[src/hdl/adc_cal_defs.svh]
// Purpose: Shared constants for the converter calibration link
// Assumes: Included by bare name from the package
// Notes:   Offsets are byte addresses of the host register port
`ifndef ADC_CAL_DEFS_SVH
`define ADC_CAL_DEFS_SVH

// Widths and period multiplier
`define COEF_W         24
`define RATE_W         10
`define PER_W          5
`define FRAC_BITS      23
`define PERIOD_MUL_DEF 1024

// Operating-mode field codes
`define MD_CONT     3'h0
`define MD_SINGLE   3'h1
`define MD_IDLE     3'h2
`define MD_PDOWN    3'h3
`define MD_INT_ZERO 3'h4
`define MD_INT_FULL 3'h5
`define MD_SYS_ZERO 3'h6
`define MD_SYS_FULL 3'h7

// Settling lengths in output periods
`define SETTLE_SINC4   5'h04
`define SETTLE_SINC3   5'h03
`define SETTLE_CHOP_IZ 5'h02

// Reset values
`define RATE_RST 10'h060
`define OFFS_RST 24'h000000
`define FULL_RST 24'h800000

// Host register byte offsets
`define A_MODE   5'h00
`define A_CFG    5'h04
`define A_OFFS   5'h08
`define A_FULL   5'h0C
`define A_STATUS 5'h10
`define A_DATA   5'h14

// Field positions
`define MODE_CS_BIT  8
`define ST_RDY       0
`define ST_PIN       1
`define ST_DONE      2
`define ST_REFUSED   3
`define ST_ZERO_DONE 4
`endif

[src/hdl/adc_cal_pkg.sv]
// Purpose: Types shared by both link ends
// Assumes: Constants come from the defs header
// Notes:   Filter setting travels as one packed word
package adc_cal_pkg;
`include "adc_cal_defs.svh"

  // Filter and rate setting, top bit downward
  typedef struct packed {
    logic                 clk_div;
    logic                 gain_hi;
    logic                 avg_en;
    logic                 zero_lat;
    logic                 chop;
    logic                 sinc3;
    logic [`RATE_W-1:0]   rate_div;
  } cfg_s;

  typedef logic [2:0] mode_t;

  // Device sequencer states
  typedef enum logic [2:0] {
    D_CONV = 3'b001,
    D_CAL  = 3'b010,
    D_HALT = 3'b100
  } dev_st_e;
endpackage

[src/hdl/cal_link_if.sv]
// Purpose: Parallel control link between host and converter
// Assumes: One clock, all signals synchronous
// Notes:   Ready pin is an output with enable, low enable drives
`timescale 1ns/1ps
interface cal_link_if import adc_cal_pkg::*; ();
  logic                 mode_wr;       // Mode field write strobe
  mode_t                mode_val;      // Mode field value
  logic                 cfg_wr;        // Configuration write strobe
  cfg_s                 cfg;           // Configuration value
  logic                 coef_wr;       // Coefficient write strobe
  logic                 coef_sel;      // 0 offset, 1 full-scale
  logic [`COEF_W-1:0]   coef_wdata;    // Coefficient write value
  logic [`COEF_W-1:0]   offs_coef;     // Offset coefficient readback
  logic [`COEF_W-1:0]   full_coef;     // Full-scale coefficient readback
  logic [`COEF_W-1:0]   conv_data;     // Corrected conversion data
  logic                 rdy_flag;      // High means not ready
  logic                 dout_rdy;      // Data-out/ready pin value
  logic                 dout_rdy_oe_n; // Pin driven while low
  logic                 cs_n;          // Chip select, active low

  modport dev  (input mode_wr, mode_val, cfg_wr, cfg, coef_wr, coef_sel,
                coef_wdata, cs_n,
                output offs_coef, full_coef, conv_data, rdy_flag,
                dout_rdy, dout_rdy_oe_n);
  modport host (output mode_wr, mode_val, cfg_wr, cfg, coef_wr, coef_sel,
                coef_wdata, cs_n,
                input offs_coef, full_coef, conv_data, rdy_flag,
                dout_rdy, dout_rdy_oe_n);
endinterface

[src/hdl/cal_timer.sv]
// Purpose: Counts a number of output-data periods
// Assumes: One period is rate_div times PERIOD_MUL clocks
// Notes:   rate_div of zero is illegal and not guarded
`timescale 1ns/1ps
module cal_timer #(
  parameter int PERIOD_MUL = 1024,
  parameter int RW         = 10,
  parameter int PW         = 5
) (
  // Clock and reset
  input  wire logic          core_clk,
  input  wire logic          rst_n,
  input  wire logic          ce,
  // Control
  input  wire logic          start,
  input  wire logic          stop,
  input  wire logic [RW-1:0] rate_div,
  input  wire logic [PW-1:0] periods,
  // Status
  output logic               busy,
  output logic               done
);
  localparam int CW = RW + $clog2(PERIOD_MUL);

  logic [CW-1:0] cyc_r;     // Clock count in the period
  logic [PW-1:0] per_r;     // Completed periods
  logic [CW-1:0] per_len;   // Clocks per output period
  wire           cyc_last;
  wire           per_last;

  assign per_len  = CW'(rate_div) * CW'(PERIOD_MUL);
  assign cyc_last = (cyc_r == per_len - CW'(1));
  assign per_last = (per_r == periods - PW'(1));
  assign done     = ce & busy & cyc_last & per_last;

  // Period and cycle counters
  always_ff @(posedge core_clk or negedge rst_n)
  begin
    if (!rst_n)
    begin
      busy  <= 1'b0;
      cyc_r <= '0;
      per_r <= '0;
    end
    else if (ce)
    begin
      if (start | stop)
      begin
        busy  <= start;
        cyc_r <= '0;
        per_r <= '0;
      end
      else if (busy & cyc_last)
      begin
        cyc_r <= '0;
        per_r <= per_r + PW'(1);
        busy  <= ~per_last;
      end
      else if (busy)
        cyc_r <= cyc_r + CW'(1);
    end
  end
endmodule

[src/hdl/adc_cal_device.sv]
// Purpose: Converter end: calibration sequencer and result correction
// Assumes: Filter datapath outside delivers raw results with a strobe
// Notes:   Master clock is core_clk gated by ce
`timescale 1ns/1ps
// Notes on behaviour
// - Four calibration modes from mode field
// - Calibration start drives flag and pin high
// - Completion updates coefficient, clears flag, idles
// - Result minus offset, then times full-scale
// - Internal calibrations route reference inputs
// - Host applies system levels before system calibration
// - Host does zero-scale before full-scale
// - Chop off: zero calibrations take settling
// - Chop on: internal zero two periods
// - Internal full-scale doubles above gain one
// - System full-scale takes one settling time
// - Internal full-scale needs rate divisible 16
// - Clock-halving bit doubles internal full-scale time
// - Coefficients written only when idle/power-down
// - Coefficients are 24-bit read/write registers
// - Host polls flag or watches pin fall
// - Mode or config write resets filter
// - Reset default sinc4, chop off
// - Sinc order, chop, latency, averaging options
// - Output rate is clock over 1024*divider
module adc_cal_device import adc_cal_pkg::*; #(
  parameter int PERIOD_MUL = `PERIOD_MUL_DEF,
  parameter int DW         = `COEF_W
) (
  // Clock, reset, enable
  input  wire logic          core_clk,
  input  wire logic          rst_n,
  input  wire logic          ce,
  // Link to host
  cal_link_if.dev            link,
  // Raw results from the filter
  input  wire logic [DW-1:0] raw_data,
  input  wire logic          raw_valid,
  // Controls to the analog front and filter
  output logic               filter_resync,
  output logic               route_zero,
  output logic               route_full,
  output cfg_s               filter_cfg
);
  dev_st_e         st_r;        // Sequencer state
  dev_st_e         st_nxt;
  mode_t           mode_r;      // Current operating mode
  cfg_s            cfg_r;       // Latched filter setting
  logic [DW-1:0]   offs_r;      // Offset coefficient
  logic [DW-1:0]   full_r;      // Full-scale coefficient
  logic [DW-1:0]   data_r;      // Corrected data register
  logic [DW-1:0]   last_raw_r;  // Latest raw result
  logic            rdy_r;       // High while not ready
  logic            resync_r;    // Filter reset pulse
  logic [4:0]      settle_n;    // Settling periods, one time
  logic [4:0]      cal_n;       // Periods for requested mode
  logic            tmr_done;
  logic signed [DW:0]     diff;   // Raw minus offset
  logic signed [2*DW+1:0] prod;   // Scaled difference
  logic [DW-1:0]   scaled;

  // Decode of strobes and mode
  wire cfg_take  = link.cfg_wr | link.mode_wr;
  wire is_cal    = link.mode_val[2];
  wire cal_start = link.mode_wr & is_cal;
  wire run_start = link.mode_wr & ~is_cal &
                   (link.mode_val == `MD_CONT ||
                    link.mode_val == `MD_SINGLE);
  wire in_cal    = (st_r == D_CAL);
  wire data_take = raw_valid & (st_r == D_CONV) & ~resync_r;
  wire coef_ok   = link.coef_wr & ~in_cal;

  // Settling time of the latched filter setting
  assign settle_n = cfg_r.sinc3 ? `SETTLE_SINC3 : `SETTLE_SINC4;

  // Calibration length by mode
  always_comb
  begin
    cal_n = settle_n;
    case (mode_r)
      `MD_INT_ZERO:
        cal_n = cfg_r.chop ? `SETTLE_CHOP_IZ : settle_n;
      `MD_SYS_ZERO:
        cal_n = settle_n;
      `MD_INT_FULL:
      begin
        cal_n = cfg_r.gain_hi ? 5'(settle_n << 1) : settle_n;
        if (cfg_r.clk_div)
          cal_n = 5'(cal_n << 1);
      end
      `MD_SYS_FULL:
        cal_n = settle_n;
      default:
        cal_n = settle_n;
    endcase
  end

  // Output-period counter for calibration
  cal_timer #(
    .PERIOD_MUL (PERIOD_MUL),
    .RW         (`RATE_W),
    .PW         (`PER_W)
  ) u_timer (
    .core_clk (core_clk),
    .rst_n    (rst_n),
    .ce       (ce),
    .start    (st_r == D_CAL && resync_r),
    .stop     (link.mode_wr & ~resync_r),
    .rate_div (cfg_r.rate_div),
    .periods  (cal_n),
    .busy     (),
    .done     (tmr_done)
  );

  // Correction of raw results
  assign diff   = $signed({1'b0, raw_data}) - $signed({1'b0, offs_r});
  assign prod   = diff * $signed({1'b0, full_r});
  assign scaled = prod[`FRAC_BITS +: DW];

  // Next state
  always_comb
  begin
    st_nxt = st_r;
    case (st_r)
      D_CONV:
        if (data_take && mode_r == `MD_SINGLE)
          st_nxt = D_HALT;
      D_CAL:
        if (tmr_done)
          st_nxt = D_HALT;
      D_HALT:
        st_nxt = D_HALT;
      default:
        st_nxt = D_HALT;
    endcase
    if (cal_start)
      st_nxt = D_CAL;
    else if (run_start)
      st_nxt = D_CONV;
    else if (link.mode_wr)
      st_nxt = D_HALT;
  end

  // State, mode and setting
  always_ff @(posedge core_clk or negedge rst_n)
  begin
    if (!rst_n)
    begin
      st_r   <= D_CONV;
      mode_r <= `MD_CONT;
      cfg_r  <= '{rate_div: `RATE_RST, default: 1'b0};
    end
    else if (ce)
    begin
      st_r <= st_nxt;
      if (link.mode_wr)
        mode_r <= link.mode_val;
      else if (in_cal && tmr_done)
        mode_r <= `MD_IDLE;
      if (cfg_take)
        cfg_r <= link.cfg;
    end
  end

  // Filter reset on any mode or setting write
  always_ff @(posedge core_clk or negedge rst_n)
  begin
    if (!rst_n)
      resync_r <= 1'b0;
    else if (ce)
      resync_r <= cfg_take;
  end

  // Ready flag: set on start, cleared on result
  always_ff @(posedge core_clk or negedge rst_n)
  begin
    if (!rst_n)
      rdy_r <= 1'b1;
    else if (ce)
    begin
      if (cal_start)
        rdy_r <= 1'b1;
      else if (in_cal && tmr_done)
        rdy_r <= 1'b0;
      else if (link.mode_wr)
        rdy_r <= 1'b1;
      else if (data_take)
        rdy_r <= 1'b0;
    end
  end

  // Latest raw sample for calibration capture
  always_ff @(posedge core_clk or negedge rst_n)
  begin
    if (!rst_n)
      last_raw_r <= '0;
    else if (ce && raw_valid)
      last_raw_r <= raw_data;
  end

  // Coefficient registers
  always_ff @(posedge core_clk or negedge rst_n)
  begin
    if (!rst_n)
    begin
      offs_r <= `OFFS_RST;
      full_r <= `FULL_RST;
    end
    else if (ce)
    begin
      if (in_cal && tmr_done)
      begin
        if (!mode_r[0])
          offs_r <= last_raw_r;
        else
          full_r <= last_raw_r;
      end
      else if (coef_ok && !link.coef_sel)
        offs_r <= link.coef_wdata;
      else if (coef_ok)
        full_r <= link.coef_wdata;
    end
  end

  // Corrected data register
  always_ff @(posedge core_clk or negedge rst_n)
  begin
    if (!rst_n)
      data_r <= '0;
    else if (ce && data_take)
      data_r <= scaled;
  end

  // Reference routing during internal calibrations
  assign route_zero = in_cal & (mode_r == `MD_INT_ZERO);
  assign route_full = in_cal & (mode_r == `MD_INT_FULL);

  // Outputs
  assign filter_resync      = resync_r;
  assign filter_cfg         = cfg_r;
  assign link.offs_coef     = offs_r;
  assign link.full_coef     = full_r;
  assign link.conv_data     = data_r;
  assign link.rdy_flag      = rdy_r;
  assign link.dout_rdy      = rdy_r;
  assign link.dout_rdy_oe_n = link.cs_n;
endmodule

[src/flat_wrapper.sv]
// flat-port wrapper written by rule: the top's interface ports become plain ports
module adc_cal_device_flat import adc_cal_pkg::*;
#(
  parameter int PERIOD_MUL = `PERIOD_MUL_DEF,
  parameter int DW         = `COEF_W
)
  (core_clk, rst_n, ce, raw_data, raw_valid, filter_resync, route_zero, route_full, filter_cfg, link_mode_wr, link_mode_val, link_cfg_wr, link_cfg, link_coef_wr, link_coef_sel, link_coef_wdata, link_cs_n, link_offs_coef, link_full_coef, link_conv_data, link_rdy_flag, link_dout_rdy, link_dout_rdy_oe_n);
  cal_link_if link_i ();
  input  wire logic core_clk;
  input  wire logic rst_n;
  input  wire logic ce;
  input  wire logic [DW-1:0] raw_data;
  input  wire logic raw_valid;
  output logic filter_resync;
  output logic route_zero;
  output logic route_full;
  output cfg_s filter_cfg;
  input wire logic [$bits(link_i.mode_wr)-1:0] link_mode_wr;
  input wire logic [$bits(link_i.mode_val)-1:0] link_mode_val;
  input wire logic [$bits(link_i.cfg_wr)-1:0] link_cfg_wr;
  input wire logic [$bits(link_i.cfg)-1:0] link_cfg;
  input wire logic [$bits(link_i.coef_wr)-1:0] link_coef_wr;
  input wire logic [$bits(link_i.coef_sel)-1:0] link_coef_sel;
  input wire logic [$bits(link_i.coef_wdata)-1:0] link_coef_wdata;
  input wire logic [$bits(link_i.cs_n)-1:0] link_cs_n;
  output wire logic [$bits(link_i.offs_coef)-1:0] link_offs_coef;
  output wire logic [$bits(link_i.full_coef)-1:0] link_full_coef;
  output wire logic [$bits(link_i.conv_data)-1:0] link_conv_data;
  output wire logic [$bits(link_i.rdy_flag)-1:0] link_rdy_flag;
  output wire logic [$bits(link_i.dout_rdy)-1:0] link_dout_rdy;
  output wire logic [$bits(link_i.dout_rdy_oe_n)-1:0] link_dout_rdy_oe_n;
  assign link_i.mode_wr = link_mode_wr;
  assign link_i.mode_val = link_mode_val;
  assign link_i.cfg_wr = link_cfg_wr;
  assign link_i.cfg = link_cfg;
  assign link_i.coef_wr = link_coef_wr;
  assign link_i.coef_sel = link_coef_sel;
  assign link_i.coef_wdata = link_coef_wdata;
  assign link_i.cs_n = link_cs_n;
  assign link_offs_coef = link_i.offs_coef;
  assign link_full_coef = link_i.full_coef;
  assign link_conv_data = link_i.conv_data;
  assign link_rdy_flag = link_i.rdy_flag;
  assign link_dout_rdy = link_i.dout_rdy;
  assign link_dout_rdy_oe_n = link_i.dout_rdy_oe_n;
  adc_cal_device #(.PERIOD_MUL(PERIOD_MUL), .DW(DW)) u_core (.core_clk(core_clk), .rst_n(rst_n), .ce(ce), .link(link_i), .raw_data(raw_data), .raw_valid(raw_valid), .filter_resync(filter_resync), .route_zero(route_zero), .route_full(route_full), .filter_cfg(filter_cfg));
endmodule
[config.mk]
export PLATFORM = sky130hd
export DESIGN_NAME = adc_cal_device_flat
export DESIGN_NICKNAME = d
export VERILOG_FILES = /design/src/hdl/adc_cal_pkg.sv /design/src/hdl/cal_link_if.sv /design/src/hdl/cal_timer.sv /design/src/hdl/adc_cal_device.sv /design/src/flat_wrapper.sv
export VERILOG_INCLUDE_DIRS = /design/src /design/src/hdl
export SDC_FILE = /design/constraint.sdc
export NUM_CORES = 2
export LEC_CHECK = 0
export BUFFER_PORTS_ARGS = -buffer_cell sky130_fd_sc_hd__buf_2
export CAP_MARGIN = 20
export CORE_ASPECT_RATIO = 0.75
export CORE_MARGIN = 2
export CORE_UTILIZATION = 45
export DETAILED_ROUTE_END_ITERATION = 10
export GPL_TIMING_DRIVEN = 0
export PLACE_DENSITY = 0.73
export SLEW_MARGIN = 25
export SYNTH_ARGS = -nofsm -noshare
export SYNTH_HDL_FRONTEND = slang
export SYNTH_HIERARCHICAL = 1
export SYNTH_SLANG_ARGS = --single-unit
[constraint.sdc]
create_clock -name core_clk -period 12.3 [get_ports core_clk]
set_input_delay 1.23 -clock core_clk [delete_from_list [all_inputs] [get_ports core_clk]]
set_output_delay 1.23 -clock core_clk [all_outputs]
set_load 0.02 [all_outputs]
==> summary.md <==
| Metric | Value |
|---|---|
| Status | complete, no violations |
| Root Buffer | clkbuf_16 |
| Nets | 4,126 |
| CTS tree | yes |
| Routed Antenna Nets | 0 |
| First-pass GRT wire length | around 140 mm |
| Boundary Pins | 170 |
| Worst EP arrival | 11.98 ns |
| Fraction of layout cells with a size suffix above 1 | 8.65% |
| Maxcap violations | 0 |
| R2r setup slk | 1.23 ns |
| Max_slew headroom | 29.7% |
| Clock transition at path regs | roughly 0.060 ns |
| Hold Crit Endpoint | u_core/link.conv_data[20] |
| Placeable Area | 0.0637 mm^2 |
| Worst hold path class | register to register |
| Number of gates resized after cts | 0 |
| Setup Viol. Count Final | 0 |
| DR vias | 22,300 |
| Max Clock Freq | 86.1 MHz |
| Clk_skew | 0.0157 ns |
| Initial DRC Count | slightly above 2,000 |
| Area grow syn2layout | 9.04% |
| Hold Path Depth | 2 |
| Synthesis-stage register bit count | 146 |
| # DRC | 0 |
| Grt ovf | 0 |
| CTS Hold Bufs | 0 |
| Async set or reset register ratio after synthesis | 100% |
| Ys Warns | 6 |
| Worst r2r dst | u_core/link.conv_data[23] |
| Final WL | 87.5 mm |
| Post-Synthesis Cells | 3,092 |
| Largest net degree at the start of global routing | 56 |
| Post-Syn Nets | 3,937 |
| Commonest non-fill, non-tap cells in the layout | 704 x inv_1, 607 x fa_1, 390 x nand2_1 |
| Clk sinks | 146 |
| Crit-path slowest cell | clkbuf_1 |
| Reg2reg start | u_core/link.offs_coef[0] |
| CP peak stage delay | 0.78 ns |
| # fillers | between 6,000 and 7,000 |
| Final hold viol count | 0 |
| Avg Cell Area, Syn | 9.37 um^2 |
| Routability Congestion | 1.01 |
| CTS Buf Count | 17 |
| IO buf count | 167 |
| Crit-path most repeated cell | fa_1 |
| RSZ-0062 raised after global routing | no |
| Cell variety after synth | 80 |
| Synthesized area | 0.0290 mm^2 |
| Commonest non-fill, non-tap cell in the layout | inv_1 |
| Routed len/inst | 21.0 um |
| Critical hold path startpoint | u_core/link.conv_data[20] |
| Initial Utilization | a little under half |
| Period utilisation layout | between 90% and 100% |
| Vias per std cell | 5.37 |
| DIE AREA | between 0.06 and 0.07 mm^2 |
| Crit path max fanout | 10 |
| Final worst path period need | 11.62 ns |
| FP Rows | 80 |
| Register area share after synthesis | 12.6% |
| Synth Flop Type | dfrtp_1 |
| Vias in the first global route | 23,500 |
| Final Util | 49.6% |
| TritonRoute pass-1 iters | 6 |
| Number of synthesized flops with an enable pin | 0 |
| Clock latency on the worst-skew pair | about 0.48 ns |
| Worst-Margin Slew | 1.05 ns |
| Startpoint types | input pin |
| Setup bufs post-CTS | 0 |
| H-tree levels | 4 |
| Maximum buffer depth of the clock tree | 2 |
| Die width | around 300 um |
| Initial antenna violation count | 13 |
| Reg2Reg Depth | 35 |
| Post-DP HPWL | 72.8 mm |
| Global Route Usage Sum | 27.4% |
| CP Class | input pin to register |
| Pins over their slew limit | 0 |
| Crit end category | register |
| Die Span Y | 224 um |
| Crit path required time | 12.66 ns |
==> area by class of cell <==
class / count / area [um^2] / area share [%]
Antenna cell: 6 / 15.0 / 0.0475
Buffer: 140 / 556 / 1.76
Clock inverter: 14 / 165 / 0.523
Inverter: 704 / 2640 / 8.37
Clock buffer: 18 / 439 / 1.39
Multi-Input combinational cell: 2102 / 22100 / 70.0
Timing Repair Buffer: 170 / 908 / 2.88
Tap cell: 861 / 1080 / 3.41
Sequential cell: 146 / 3660 / 11.6
==> routing by layer <==
metal  routed length (um)  global-route usage (%)
met4                 2950                    9.82
met2                38100                    41.3
met5                    0                       0
met1                36300                    37.9
met3                10100                    7.69
==> critical path: cells and delay by family <==
family	cells	cell delay (ns)
muxes	1	0.26
adders and majority gates	10	4.48
AOI/OAI and AO/OA	11	3.15
xor gates and xnor gates	2	0.72
and+or+nand+nor	4	0.86
buffers and inverters	9	1.27
==> synthesized netlist by cell type (all sizes together), types with 3 or more instances <==
library cell | count | share of area (%)
or2 | 4 | 0.086
ha | 162 | 7.0
fa | 607 | 42
nor4 | 10 | 0.27
nor2 | 48 | 0.63
a31oi | 6 | 0.13
a211oi | 6 | 0.20
xnor2 | 55 | 1.7
nand3 | 20 | 0.35
o21ai | 96 | 1.7
inv | 704 | 9.1
nand4 | 13 | 0.28
o21a | 18 | 0.47
dfstp | 5 | 0.45
nor3 | 13 | 0.24
o21bai | 8 | 0.21
a21oi | 63 | 1.1
a2111oi | 5 | 0.22
a311oi | 4 | 0.12
nand2b | 14 | 0.30
a32oi | 3 | 0.091
clkbuf | 130 | 1.7
a221o | 5 | 0.18
or4 | 5 | 0.16
o31ai | 13 | 0.34
dfrtp | 141 | 12
nor2b | 26 | 0.56
o211ai | 4 | 0.12
nor3b | 5 | 0.13
and3 | 10 | 0.22
buf | 10 | 0.23
or3 | 7 | 0.19
and2 | 312 | 6.7
nand2 | 390 | 5.1
a21o | 25 | 0.65
a211o | 5 | 0.15
mux2 | 41 | 1.6
a22o | 4 | 0.12
mux2i | 27 | 0.93
xor2 | 36 | 1.1
==> cells by family after synthesis <==
logic type,share of synthesized area [%]
xor gates and xnor gates,2.83
buffers and inverters,11.0
DFF,12.6
AOI/OAI and AO/OA,6.38
and+or+nand+nor,15.6
muxes,2.53
adders and majority gates,49.0
==> state kept, by name, summed over array words and instances (netlist names), 5 cells and up <==
signal	count
u_core/link.offs_coef	24
u_core/link.conv_data	24
u_core/filter_cfg	16
u_core/u_timer/cyc_r	20
u_core/last_raw_r	24
u_core/link.full_coef	24
u_core/u_timer/per_r	5
==> per-stage QoR <==
step	cells	cell area, um^2	setup slack, ns	TNS [ns]	hold slack [ns]
global placement	4120	30900	-0.251	-0.518	0.460
detailed placement	4123	31000	0.361	0	0.464
floorplan	3092	29000	2.27	0	0.450
CTS	4155	31600	0.873	0	0.479
finish	4161	31600	0.681	0	0.476
global route	4159	31600	0.182	0	0.499
==> how the worst max path moves through the flow <==
stage                            from  slack, ns  cells after the start                   endpoint
after detailed placement  raw_data[0]       0.36                     37  u_core/link.conv_data[23]
final                     raw_data[0]       0.68                     37  u_core/link.conv_data[23]
after floorplan           raw_data[0]       2.27                     36  u_core/link.conv_data[16]
after CTS                 raw_data[0]       0.87                     37  u_core/link.conv_data[23]
after global placement    raw_data[0]      -0.25                     37  u_core/link.conv_data[23]
after global routing      raw_data[0]       0.18                     37  u_core/link.conv_data[23]
Power is not shown: default switching activity piles up to over one toggle a cycle in this logic, so the estimate is an artifact.
